$ cat src/inc/bdu_pkg.sv
// shared constants of the breakpoint debug unit
package bdu_pkg;
   localparam int          NUM_BP        = 4;
   localparam int          TF_BIT        = 8;
   // register selectors of the move port
   localparam logic [2:0]  SEL_STATUS    = 3'h6;
   localparam logic [2:0]  SEL_CTRL      = 3'h7;
   // control register fields
   localparam int          CTRL_TYPE_LSB = 16;
   localparam int          CTRL_LEN_LSB  = 18;
   localparam int          CTRL_BP_STEP  = 4;
   localparam int          CTRL_GUARD    = 13;
   localparam int          CTRL_RSV_ONE  = 10;
   localparam logic [31:0] CTRL_WR_MASK  = 32'hffff_20ff;
   localparam logic [31:0] CTRL_ONES     = 32'h0000_0400;
   localparam logic [31:0] CTRL_RESET    = 32'h0000_0400;
   localparam logic [31:0] ADDR_RESET    = 32'h0000_0000;
   // status register fields
   localparam int          STAT_GUARD    = 13;
   localparam int          STAT_STEP     = 14;
   localparam logic [31:0] STAT_RESET    = 32'h0000_0000;
   // access type and length codes
   localparam logic [1:0]  TYPE_EXEC     = 2'h0;
   localparam logic [1:0]  TYPE_WRITE    = 2'h1;
   localparam logic [1:0]  TYPE_RDWR     = 2'h3;
   localparam logic [1:0]  LEN_1         = 2'h0;
   localparam logic [1:0]  LEN_2         = 2'h1;
   localparam logic [1:0]  LEN_4         = 2'h3;

   // bytes of a dword covered by an aligned region
   function automatic logic [3:0] byte_mask(input logic [1:0] a, input logic [1:0] len);
      logic [3:0] m;
      m = 4'h0;
      case (len)
         LEN_1:   m = 4'h1 << a;
         LEN_2:   m = a[1] ? 4'hc : 4'h3;
         LEN_4:   m = 4'hf;
         default: m = 4'h0;
      endcase
      return m;
   endfunction
endpackage

$ cat src/inc/bdu_core_if.sv
// signals between the top, the comparators and the status capture
interface bdu_core_if;
   logic [31:0] bp_addr [4];
   logic [31:0] ctrl;
   logic        fetch_valid;
   logic [31:0] fetch_addr;
   logic        data_valid;
   logic        data_write;
   logic [31:0] data_addr;
   logic [1:0]  data_size;
   logic [3:0]  code_hit;
   logic [3:0]  data_hit;
   logic        take;
   logic        step;
   logic        guard;
   logic        sw_clear;
   logic [31:0] sw_data;
   logic [31:0] status;

   modport top (output bp_addr, ctrl, fetch_valid, fetch_addr, data_valid, data_write,
                output data_addr, data_size, take, step, guard, sw_clear, sw_data,
                input code_hit, data_hit, status);
   modport cmp (input bp_addr, ctrl, fetch_valid, fetch_addr, data_valid, data_write,
                input data_addr, data_size, output code_hit, data_hit);
   modport stat (input take, step, guard, sw_clear, sw_data, code_hit, data_hit,
                 output status);
endinterface

$ cat src/core/bdu_match.sv
// address, type and length comparators of the four breakpoints
module bdu_match (
   // comparator side of the core bus
   bdu_core_if.cmp bus
);
   always_comb
   begin
      logic [1:0] kind;
      logic [1:0] len;
      logic [3:0] bp_m;
      logic       same_f;
      logic       same_d;
      kind = 2'h0;
      len = 2'h0;
      bp_m = 4'h0;
      same_f = 1'b0;
      same_d = 1'b0;
      for (int n = 0; n < bdu_pkg::NUM_BP; n++)
      begin
         kind = bus.ctrl[bdu_pkg::CTRL_TYPE_LSB + bdu_pkg::CTRL_BP_STEP * n +: 2];
         len = bus.ctrl[bdu_pkg::CTRL_LEN_LSB + bdu_pkg::CTRL_BP_STEP * n +: 2];
         // aligned region of the breakpoint against the touched bytes
         bp_m = bdu_pkg::byte_mask(bus.bp_addr[n][1:0], len);
         same_f = (bus.fetch_addr[31:2] == bus.bp_addr[n][31:2])
                  && |(bp_m & bdu_pkg::byte_mask(bus.fetch_addr[1:0], bdu_pkg::LEN_1));
         same_d = (bus.data_addr[31:2] == bus.bp_addr[n][31:2])
                  && |(bp_m & bdu_pkg::byte_mask(bus.data_addr[1:0], bus.data_size));
         // type decode; the unused code never matches
         bus.code_hit[n] = bus.fetch_valid && same_f
                           && (kind == bdu_pkg::TYPE_EXEC);
         bus.data_hit[n] = bus.data_valid && same_d
                           && ((kind == bdu_pkg::TYPE_RDWR)
                               || (kind == bdu_pkg::TYPE_WRITE && bus.data_write));
      end
   end
endmodule

$ cat src/core/bdu_status.sv
// sticky capture of the debug status bits
module bdu_status (
   // clock, reset and enable
   input  wire logic clk_in,
   input  wire logic rst_in,
   input  wire logic ce_in,
   // status side of the core bus
   bdu_core_if.stat  bus
);
   logic [31:0] status_q;
   logic [31:0] status_d;

   always_comb
   begin
      status_d = status_q;
      // software clears by writing zeros; hardware never clears
      if (bus.sw_clear)
         status_d = status_q & bus.sw_data;
      if (bus.take)
      begin
         // every matching breakpoint, enabled or not; set wins over clear
         status_d[bdu_pkg::NUM_BP-1:0] = status_d[bdu_pkg::NUM_BP-1:0]
                                         | bus.code_hit | bus.data_hit;
         status_d[bdu_pkg::STAT_STEP] = status_d[bdu_pkg::STAT_STEP] | bus.step;
         status_d[bdu_pkg::STAT_GUARD] = status_d[bdu_pkg::STAT_GUARD] | bus.guard;
      end
   end

   always_ff @(posedge clk_in)
   begin
      if (rst_in)
         status_q <= bdu_pkg::STAT_RESET;
      else if (ce_in)
         status_q <= status_d;
   end

   assign bus.status = status_q;
endmodule

$ cat src/core/bdu_top.sv
// breakpoint debug unit: register moves, enables and debug exceptions
//
// Overview of operation
// - four address registers hold the linear addresses of four breakpoints.
// - an enabled breakpoint hit by a matching access raises a debug exception.
// - the watched region is one, two or four bytes at the stored address.
// - register moves are only allowed at privilege zero; real mode counts as zero.
// - control holds local enable, access type and length for every breakpoint.
// - an execution breakpoint is taken before the instruction has any effect.
// - control layout: length/type pairs high, guard bit 13, bit 10 one, enables low.
// - writes to the status register can only clear its bits; it records the exception's conditions.
// - hardware never clears status; software clears it itself.
// - the one-byte trap instruction raises a code breakpoint exception.
// - with the single-step flag set, every instruction ends in a debug exception.
// - type 00 execute, 01 write, 11 read or write, 10 unused.
// - length 00 one byte, 01 two bytes, 11 four bytes, 10 unused.
// - every debug exception clears the access guard bit.
// - status flags each breakpoint whose conditions matched in an exception cycle, even when disabled.
module bdu_top (
   // clock, reset, enable
   input  wire logic        clk_in,
   input  wire logic        rst_in,
   input  wire logic        ce_in,
   // register move port
   input  wire logic        mov_valid_in,
   input  wire logic        mov_write_in,
   input  wire logic [2:0]  mov_sel_in,
   input  wire logic [31:0] mov_wdata_in,
   input  wire logic [1:0]  priv_level_in,
   input  wire logic        real_mode_in,
   output logic      [31:0] mov_rdata_out,
   output logic             mov_done_out,
   output logic             mov_fault_out,
   // instruction fetch
   input  wire logic        fetch_valid_in,
   input  wire logic [31:0] fetch_addr_in,
   // data access
   input  wire logic        data_valid_in,
   input  wire logic        data_write_in,
   input  wire logic [31:0] data_addr_in,
   input  wire logic [1:0]  data_size_in,
   // instruction retirement
   input  wire logic        retire_valid_in,
   input  wire logic        retire_trap_in,
   input  wire logic [31:0] processor_flags_in,
   // exceptions to the core
   output logic             code_hold_out,
   output logic             debug_exc_out,
   output logic             breakpoint_trap_out
);
   bdu_core_if core_if ();

   logic [31:0] breakpoint_address_regs_q [4];
   logic [31:0] breakpoint_address_regs_d [4];
   logic [31:0] breakpoint_control_q;
   logic [31:0] breakpoint_control_d;
   logic [31:0] rdata_q;
   logic [31:0] rdata_d;
   logic        done_q;
   logic        done_d;
   logic        fault_q;
   logic        fault_d;
   logic        exc_q;
   logic        exc_d;
   logic        trap_q;
   logic        trap_d;

   logic [3:0]  bp_enable;
   logic        priv_ok;
   logic        access_guard;
   logic        reg_op;
   logic        guard_trip;
   logic        code_brk;
   logic        data_brk;
   logic        single_step;
   logic        take;

   bdu_match u_match (
      .bus (core_if.cmp)
   );

   bdu_status u_status (
      .clk_in (clk_in),
      .rst_in (rst_in),
      .ce_in  (ce_in),
      .bus    (core_if.stat)
   );

   // streams toward the comparators
   assign core_if.bp_addr = breakpoint_address_regs_q;
   assign core_if.ctrl = breakpoint_control_q;
   assign core_if.fetch_valid = fetch_valid_in;
   assign core_if.fetch_addr = fetch_addr_in;
   assign core_if.data_valid = data_valid_in;
   assign core_if.data_write = data_write_in;
   assign core_if.data_addr = data_addr_in;
   assign core_if.data_size = data_size_in;

   // local or global enable per breakpoint
   always_comb
   begin
      for (int n = 0; n < bdu_pkg::NUM_BP; n++)
         bp_enable[n] = |breakpoint_control_q[2*n +: 2];
   end

   assign access_guard = breakpoint_control_q[bdu_pkg::CTRL_GUARD];
   assign priv_ok = real_mode_in || (priv_level_in == 2'h0);
   // a guarded move is refused and turns into a debug exception
   assign guard_trip = mov_valid_in && priv_ok && access_guard;
   assign reg_op = mov_valid_in && priv_ok && !access_guard;

   assign code_brk = |(core_if.code_hit & bp_enable);
   assign data_brk = |(core_if.data_hit & bp_enable);
   assign single_step = retire_valid_in && processor_flags_in[bdu_pkg::TF_BIT];
   assign take = ce_in && (code_brk || data_brk || single_step || guard_trip);

   // status capture sees every event of the exception cycle
   assign core_if.take = take;
   assign core_if.step = single_step;
   assign core_if.guard = guard_trip;
   assign core_if.sw_clear = reg_op && mov_write_in && (mov_sel_in == bdu_pkg::SEL_STATUS);
   assign core_if.sw_data = mov_wdata_in;

   // instruction is held in the same cycle so it never executes
   assign code_hold_out = fetch_valid_in && code_brk;

   always_comb
   begin
      breakpoint_address_regs_d = breakpoint_address_regs_q;
      breakpoint_control_d = breakpoint_control_q;
      rdata_d = rdata_q;
      done_d = reg_op;
      fault_d = mov_valid_in && !priv_ok;
      exc_d = take;
      trap_d = retire_valid_in && retire_trap_in;
      if (reg_op && mov_write_in)
      begin
         if (!mov_sel_in[2])
            breakpoint_address_regs_d[mov_sel_in[1:0]] = mov_wdata_in;
         else if (mov_sel_in == bdu_pkg::SEL_CTRL)
            breakpoint_control_d = (mov_wdata_in & bdu_pkg::CTRL_WR_MASK)
                                   | bdu_pkg::CTRL_ONES;
      end
      if (reg_op && !mov_write_in)
      begin
         if (!mov_sel_in[2])
            rdata_d = breakpoint_address_regs_q[mov_sel_in[1:0]];
         else if (mov_sel_in == bdu_pkg::SEL_STATUS)
            rdata_d = core_if.status;
         else if (mov_sel_in == bdu_pkg::SEL_CTRL)
            rdata_d = (breakpoint_control_q & bdu_pkg::CTRL_WR_MASK)
                      | bdu_pkg::CTRL_ONES;
         else
            rdata_d = 32'h0000_0000;
      end
      // exception's clear of the guard bit wins over a same-cycle control write
      if (take)
         breakpoint_control_d[bdu_pkg::CTRL_GUARD] = 1'b0;
   end

   always_ff @(posedge clk_in)
   begin
      if (rst_in)
      begin
         for (int n = 0; n < bdu_pkg::NUM_BP; n++)
            breakpoint_address_regs_q[n] <= bdu_pkg::ADDR_RESET;
         breakpoint_control_q <= bdu_pkg::CTRL_RESET;
         rdata_q <= 32'h0000_0000;
         done_q <= 1'b0;
         fault_q <= 1'b0;
         exc_q <= 1'b0;
         trap_q <= 1'b0;
      end
      else if (ce_in)
      begin
         breakpoint_address_regs_q <= breakpoint_address_regs_d;
         breakpoint_control_q <= breakpoint_control_d;
         rdata_q <= rdata_d;
         done_q <= done_d;
         fault_q <= fault_d;
         exc_q <= exc_d;
         trap_q <= trap_d;
      end
   end

   assign mov_rdata_out = rdata_q;
   assign mov_done_out = done_q;
   assign mov_fault_out = fault_q;
   assign debug_exc_out = exc_q;
   assign breakpoint_trap_out = trap_q;
endmodule

$ cat config.mk
export PLATFORM = sky130hd
export DESIGN_NAME = bdu_top
export DESIGN_NICKNAME = d
export VERILOG_FILES = /design/src/inc/bdu_pkg.sv /design/src/inc/bdu_core_if.sv /design/src/core/bdu_match.sv /design/src/core/bdu_status.sv /design/src/core/bdu_top.sv
export SDC_FILE = /design/constraint.sdc
export NUM_CORES = 1
export LEC_CHECK = 0
export BUFFER_PORTS_ARGS = -buffer_cell sky130_fd_sc_hd__buf_2
export CAP_MARGIN = 20
export CORE_UTILIZATION = 40
export DETAILED_ROUTE_END_ITERATION = 16
export MAX_ROUTING_LAYER = met4
export PLACE_DENSITY = 0.61
export SLEW_MARGIN = 40
export SYNTH_ARGS = -nofsm -noshare
export SYNTH_HDL_FRONTEND = slang
export SYNTH_SLANG_ARGS = --single-unit
$ cat constraint.sdc
create_clock -name clk_in -period 3.2 [get_ports clk_in]
set_input_delay 0.16 -clock clk_in [delete_from_list [all_inputs] [get_ports clk_in]]
set_output_delay 0.16 -clock clk_in [all_outputs]
set_load 0.05 [all_outputs]
==> results_dict.tcl, run 1 <==
set metrics [dict create \
    status "finished, final reports clean" \
    irDropWorstVdd_v 0.000355 \
    synth_top_cell_by_area "dfxtp_1" \
    synth_top_cell_area_share 0.363 \
    hold_viol_final 0 \
    cts_sinks 221 \
    gp_congestion 0.975 \
    syn_inst 1390 \
    gr-total-overflow 0 \
    leakagePower_uw 0.00582 \
    grt_pass1_wl_microns 71000 \
    initial_core_util 0.409 \
    tritoncts "done" \
    cts_buffers 26 \
    critPathKind "flip-flop to primary output" \
    grt_max_degree 112 \
    mostFrequentLayoutCells "xor2_1, dfxtp_1, nand2_1, buf_2, nor2_1" \
    die_y_microns 177 \
    stdcell_count 1963 \
    synth_edf_count 0 \
    setup_viol 0 \
    synthTopCellsByArea "dfxtp_1, xor2_1, mux2i_1" \
    rsz0062_at_grt "false" \
    worstSetupEndpointType "primary output" \
    fin_crit_ns 3.06 \
    yosysWarnings 0 \
    ys_seq_elements 221 \
    antenna_left 0 \
    syn_area_sq_um 12200 \
    cts_root_buf "clkbuf_16" \
    drc_errors 0 \
    synth_ff_type "dfxtp_1" \
    coreArea_sq_um 29800 \
    synthArstFlopShare 0 \
    clk-insertion-delay-late_ns 0.54 \
    routedWlPerCell_microns 25.0 \
    relSlewSlack 0.477 \
    yosysSeqAreaShare 0.363 \
    cp_max_fo 4 \
    die_area_sq_um 31200 \
    layout.nets 1700 \
    fin_setup_tns_ns 0 \
    critPathRequiredTime_ns 3.04 \
    multi_input_area_sq_um 7340 \
    port_buffers 151 \
    holdPathStages 5 \
    wl_microns 49100 \
    final_common_cell "xor2_1" \
    htree_levels 1 \
    die_w_microns 177 \
    viasPerCell 5.70 \
    clkTransAtPathRegs_ns 0.06 \
    arrival_ns 2.90 \
    first_pass_iters 5 \
    reg2reg_slack_ns 0.45 \
    ioPinCount 183 \
    finalMaxSlewViolations 0 \
    reg2reg_to "u_status.bus.status[3]" \
    netlist-cell-type-count 48 \
    grtUsageTotal 0.322 \
    dp_cells 1877 \
    worst_pin_slew_ns 0.784 \
    cts_hold_buf 39 \
    rows 63 \
    r2r-start "breakpoint_address_regs_q[38]" \
    antenna_found_initial 1 \
    max_freq_mhz 327 \
    cap_violations 0 \
    seqCellArea_sq_um 4420 \
    num-fill-cells 2908 \
    reg2reg_depth 7 \
    fin_crit_sh 0.957 \
    min-delay-start "priv_level_in[0]" \
    num_vias 11200 \
    start_kind "flip-flop" \
    grt_pass1_vias 10600 \
    cts.repair.resized 0 \
    clock_path_buffers 3 \
    drive_above_1_share 0.173 \
    finClkSkew_ns 0.0236 \
    hold_class "input pin to flip-flop" \
    min_to "u_status.bus.status[13]" \
    syn-num-nets 1536 \
    area_delta_synth_final_pct 19.6 \
    p_per_area_nw_per_um2 442 \
    dp_hpwl_microns 36900 \
    cts_setup_buffers 0 \
    postSynthAreaPerCell_sq_um 8.76 \
    drt-initial-drc-count 1078 \
]
==> cells by family after synthesis <==
logic type / count (synthesis) / share of synthesized area
xor+xnor: 256 / 0.184
simple gates: 496 / 0.191
buf+inv: 111 / 0.0376
compound gates: 193 / 0.0985
mux: 113 / 0.126
flops: 221 / 0.363
==> synth_stat cells, drive strengths merged, types with 2 or more instances <==
cell and instances:
buf 26, nor4b 6, nor2 134, nor4 61
o31ai 4, nor3b 29, or3 3, o221ai 25
o211ai 3, dfxtp 221, nor3 9, nand4 12
mux2i 81, a311oi 7, inv 28, nor2b 9
a21oi 105, or4 2, nand2 198, nand2b 9
xnor2 20, nand3 16, o21ai 35, or2 5
o2111ai 6, clkbuf 57, xor2 236, mux4 32
==> routing by layer <==
metal / GRT usage / vias up / part of all wire
li1: - / 5137 / -
met1: 0.443 / 5442 / 0.44
met2: 0.486 / 528 / 0.45
met3: 0.0512 / 76 / 0.085
met4: 0.0930 / 0 / 0.027
met5: - / - / 0
==> sequential cells by signal (all words and copies together), names as in the netlist <==
name and flops:
mov_fault_out 1, breakpoint_address_regs_q 128, u_status.bus.status 32, mov_rdata_out 32, mov_done_out 1, breakpoint_trap_out 1, breakpoint_control_q 25, debug_exc_out 1
==> stage by stage <==
stage | utilization | cell area, sq um | worst slack, ns | hold WS (ns) | power, uW
2_1_floorplan | - | 12200 | 0.927 | 0.296 | 3230
3_3_place_gp | 0.449 | 13400 | 0.593 | 0.445 | 3600
3_5_place_dp | 0.449 | 13400 | 0.575 | 0.455 | 3600
4_1_cts | 0.489 | 14600 | 0.244 | 0.0944 | 6450
5_1_grt | 0.489 | 14600 | 0.0377 | 0.113 | 6630
6_report | 0.489 | 14600 | 0.139 | 0.118 | 6440
==> final cells by class <==
cell class | instances | share of cell area
tap | 390 | 0.0335
timing repair buffer | 219 | 0.0961
antenna | 1 | 0.000172
multi-input combinational | 1058 | 0.504
inverter | 28 | 0.00721
clock inverter | 8 | 0.00309
sequential | 221 | 0.304
clock buffer | 38 | 0.0526
==> critical path: stages (launching register included) <==
cell and delay (ns):
dfxtp_1 0.36, xor2_1 0.21, nor4_1 0.62, o2111ai_1 0.33, nor4b_1 0.37, a2111o_1 0.19
buf_2 0.29
==> where the power goes <==
part           switching [uW]  total (uW)  internal [uW]
logic                     528         784            256
registers                25.2        2810           2780
clock network            1200        2850           1650
total                    1750        6440           4690
==> worst max path at each step <==
stage                                  startpoint                endpoint  slack (ns)  cells after the start
detailed placement  breakpoint_address_regs_q[95]  u_status.bus.status[2]        0.57                      7
CTS                 breakpoint_address_regs_q[38]           code_hold_out        0.24                      6
floorplan           breakpoint_address_regs_q[35]  u_status.bus.status[0]        0.93                      8
finish              breakpoint_address_regs_q[38]           code_hold_out        0.14                      6
global route         breakpoint_address_regs_q[4]           code_hold_out        0.04                      6
global placement    breakpoint_address_regs_q[95]  u_status.bus.status[2]        0.59                      7
(Power assumes the default switching activity.)
==> run 2, diff against run 1 <==
--- a/config.mk
+++ b/config.mk
@@ -6,11 +6,12 @@
 export NUM_CORES = 1
 export LEC_CHECK = 0
 export BUFFER_PORTS_ARGS = -buffer_cell sky130_fd_sc_hd__buf_2
-export CAP_MARGIN = 20
+export CAP_MARGIN = 5
 export CORE_UTILIZATION = 40
 export DETAILED_ROUTE_END_ITERATION = 16
 export MAX_ROUTING_LAYER = met4
 export PLACE_DENSITY = 0.61
+export RECOVER_POWER = 100
 export SLEW_MARGIN = 40
 export SYNTH_ARGS = -nofsm -noshare
 export SYNTH_HDL_FRONTEND = slang
==> results_dict.tcl, run 2 (synthesis gave the netlist of run 1 again) <==
set metrics [dict create \
    status "finished, final reports clean" \
    worst_pin_slew_ns 1.06 \
    grt_pass1_vias 10600 \
    antenna_found_initial 1 \
    start_kind "flip-flop" \
    ioPinCount 183 \
    routedWlPerCell_microns 25.0 \
    die_w_microns 177 \
    drc_errors 0 \
    swShare 0.271 \
    largest_reg_flops 128 \
    port_buffers 151 \
    wl_microns 49100 \
    hold_viol_final 0 \
    clock_path_buffers 3 \
    coreArea_sq_um 29800 \
    rsz0062_at_grt "false" \
    cts.repair.resized 0 \
    slowest_stage "nor4_1" \
    drt-initial-drc-count 1051 \
    mostFrequentLayoutCells "xor2_1, dfxtp_1, nand2_1, nor2_1, buf_2" \
    num-fill-cells 2930 \
    route.met2.wl_microns 21800 \
    relSlewSlack 0.293 \
    cap_violations 0 \
    top_register "breakpoint_address_regs_q" \
    antenna_left 0 \
    initial_core_util 0.409 \
    crit_buf_inv 1 \
    htree_levels 1 \
    internal-power_uw 4680 \
    arrival_ns 2.90 \
    viasPerCell 5.69 \
    fin_setup_tns_ns 0 \
    max_freq_mhz 327 \
    finalMaxSlewViolations 0 \
    seqCellArea_sq_um 4420 \
    total_power_uw 6420 \
    fin_crit_ns 3.06 \
    final_common_cell "xor2_1" \
    grt_pass1_wl_microns 71000 \
    switchingPower_uw 1740 \
    combPwrFrac 0.121 \
    critPathKind "flip-flop to primary output" \
    leakagePower_uw 0.00564 \
    top_layer_used "met4" \
    clkTransAtPathRegs_ns 0.06 \
    grt_max_degree 112 \
    fin_crit_sh 0.957 \
    cp_slowest_stage_delay_ns 0.63 \
    multi_input_area_sq_um 7310 \
    p_clk_frac 0.442 \
    gr-total-overflow 0 \
    layout.nets 1700 \
    setup_viol 0 \
    worstSetupEndpointType "primary output" \
    area_delta_synth_final_pct 18.7 \
    cts_buffers 26 \
    finClkSkew_ns 0.0185 \
    critPathRequiredTime_ns 3.04 \
    drive_above_1_share 0.144 \
    grtUsageTotal 0.322 \
    clk-insertion-delay-late_ns 0.54 \
    holdWs_ns 0.110 \
    die_area_sq_um 31200 \
    hold_class "input pin to flip-flop" \
    p_per_area_nw_per_um2 444 \
    seqPwrFrac 0.437 \
    gp_congestion 0.975 \
    cts_root_buf "clkbuf_16" \
    cts_sinks 221 \
    num_vias 11200 \
    tritoncts "done" \
    crit_chain "xor2_1 > nor4_1 > o2111ai_1 > nor4b_1 > a2111o_1 > buf_2" \
    wl_met3_microns 3840 \
    final_util 0.485 \
    cts_setup_buffers 0 \
    irDropWorstVdd_v 0.000357 \
    cp_max_fo 4 \
    rows 63 \
    dp_hpwl_microns 36900 \
    routedLengthMet1_microns 22100 \
    die_y_microns 177 \
    first_pass_iters 7 \
    cp_top_family "simple AND/OR/NAND/NOR gates" \
]
-- run 2: power by group through the flow --
| stage | Sequential [uW] | Clock (uW) | Combinational, uW |
|---|---|---|---|
| 2_1_floorplan | 2920 | 0 | 311 |
| 3_3_place_gp | 2870 | 0 | 734 |
| 3_5_place_dp | 2870 | 0 | 733 |
| 4_1_cts | 2810 | 2880 | 773 |
| 5_1_grt | 2810 | 3000 | 809 |
| 6_report | 2810 | 2840 | 775 |
-- run 2: final timing paths --
kind                                 start                 endpoint  slack (ns)  cells after the start
max          breakpoint_address_regs_q[38]            code_hold_out        0.14                      6
min reg2reg                  mov_fault_out            mov_fault_out        0.46                      2
min                       priv_level_in[0]  u_status.bus.status[13]        0.11                      5
max reg2reg  breakpoint_address_regs_q[38]   u_status.bus.status[3]        0.46                      7
-- run 2: tightest hold or removal path, cell delays in order --
cell	delay (ns)
buf_2	0.08
o21ba_2	0.14
nor2b_1	0.06
nand3_1	0.09
a21oi_1	0.06
-- run 2: area by class of cell --
class / count / area share
diodes: 1 / 0.000173
well taps: 390 / 0.0338
repair buffers: 219 / 0.0913
inverters: 28 / 0.00727
multi-input cells: 1058 / 0.505
flip-flops and latches: 221 / 0.306
clock buffers: 38 / 0.0531
clock inverters: 8 / 0.00312
-- run 2: through the flow --
stage / cell area (sq um) / std cells / worst slack [ns]
6_report: 14500 / 1963 / 0.138
3_5_place_dp: 13400 / 1877 / 0.575
2_1_floorplan: 12200 / 1390 / 0.927
5_1_grt: 14500 / 1963 / 0.0377
3_3_place_gp: 13400 / 1877 / 0.593
4_1_cts: 14600 / 1962 / 0.244
-- run 2: repair_timing --
item,4_1_cts,5_1_grt
hold endpoints to repair,143,0
setup endpoints to repair,0,0
hold buffers,39,0
-- run 2: per-layer routing --
layer	GRT usage	up-vias
li1	-	5138
met1	0.443	5460
met2	0.486	491
met3	0.0512	80
met4	0.0930	0
met5	-	-
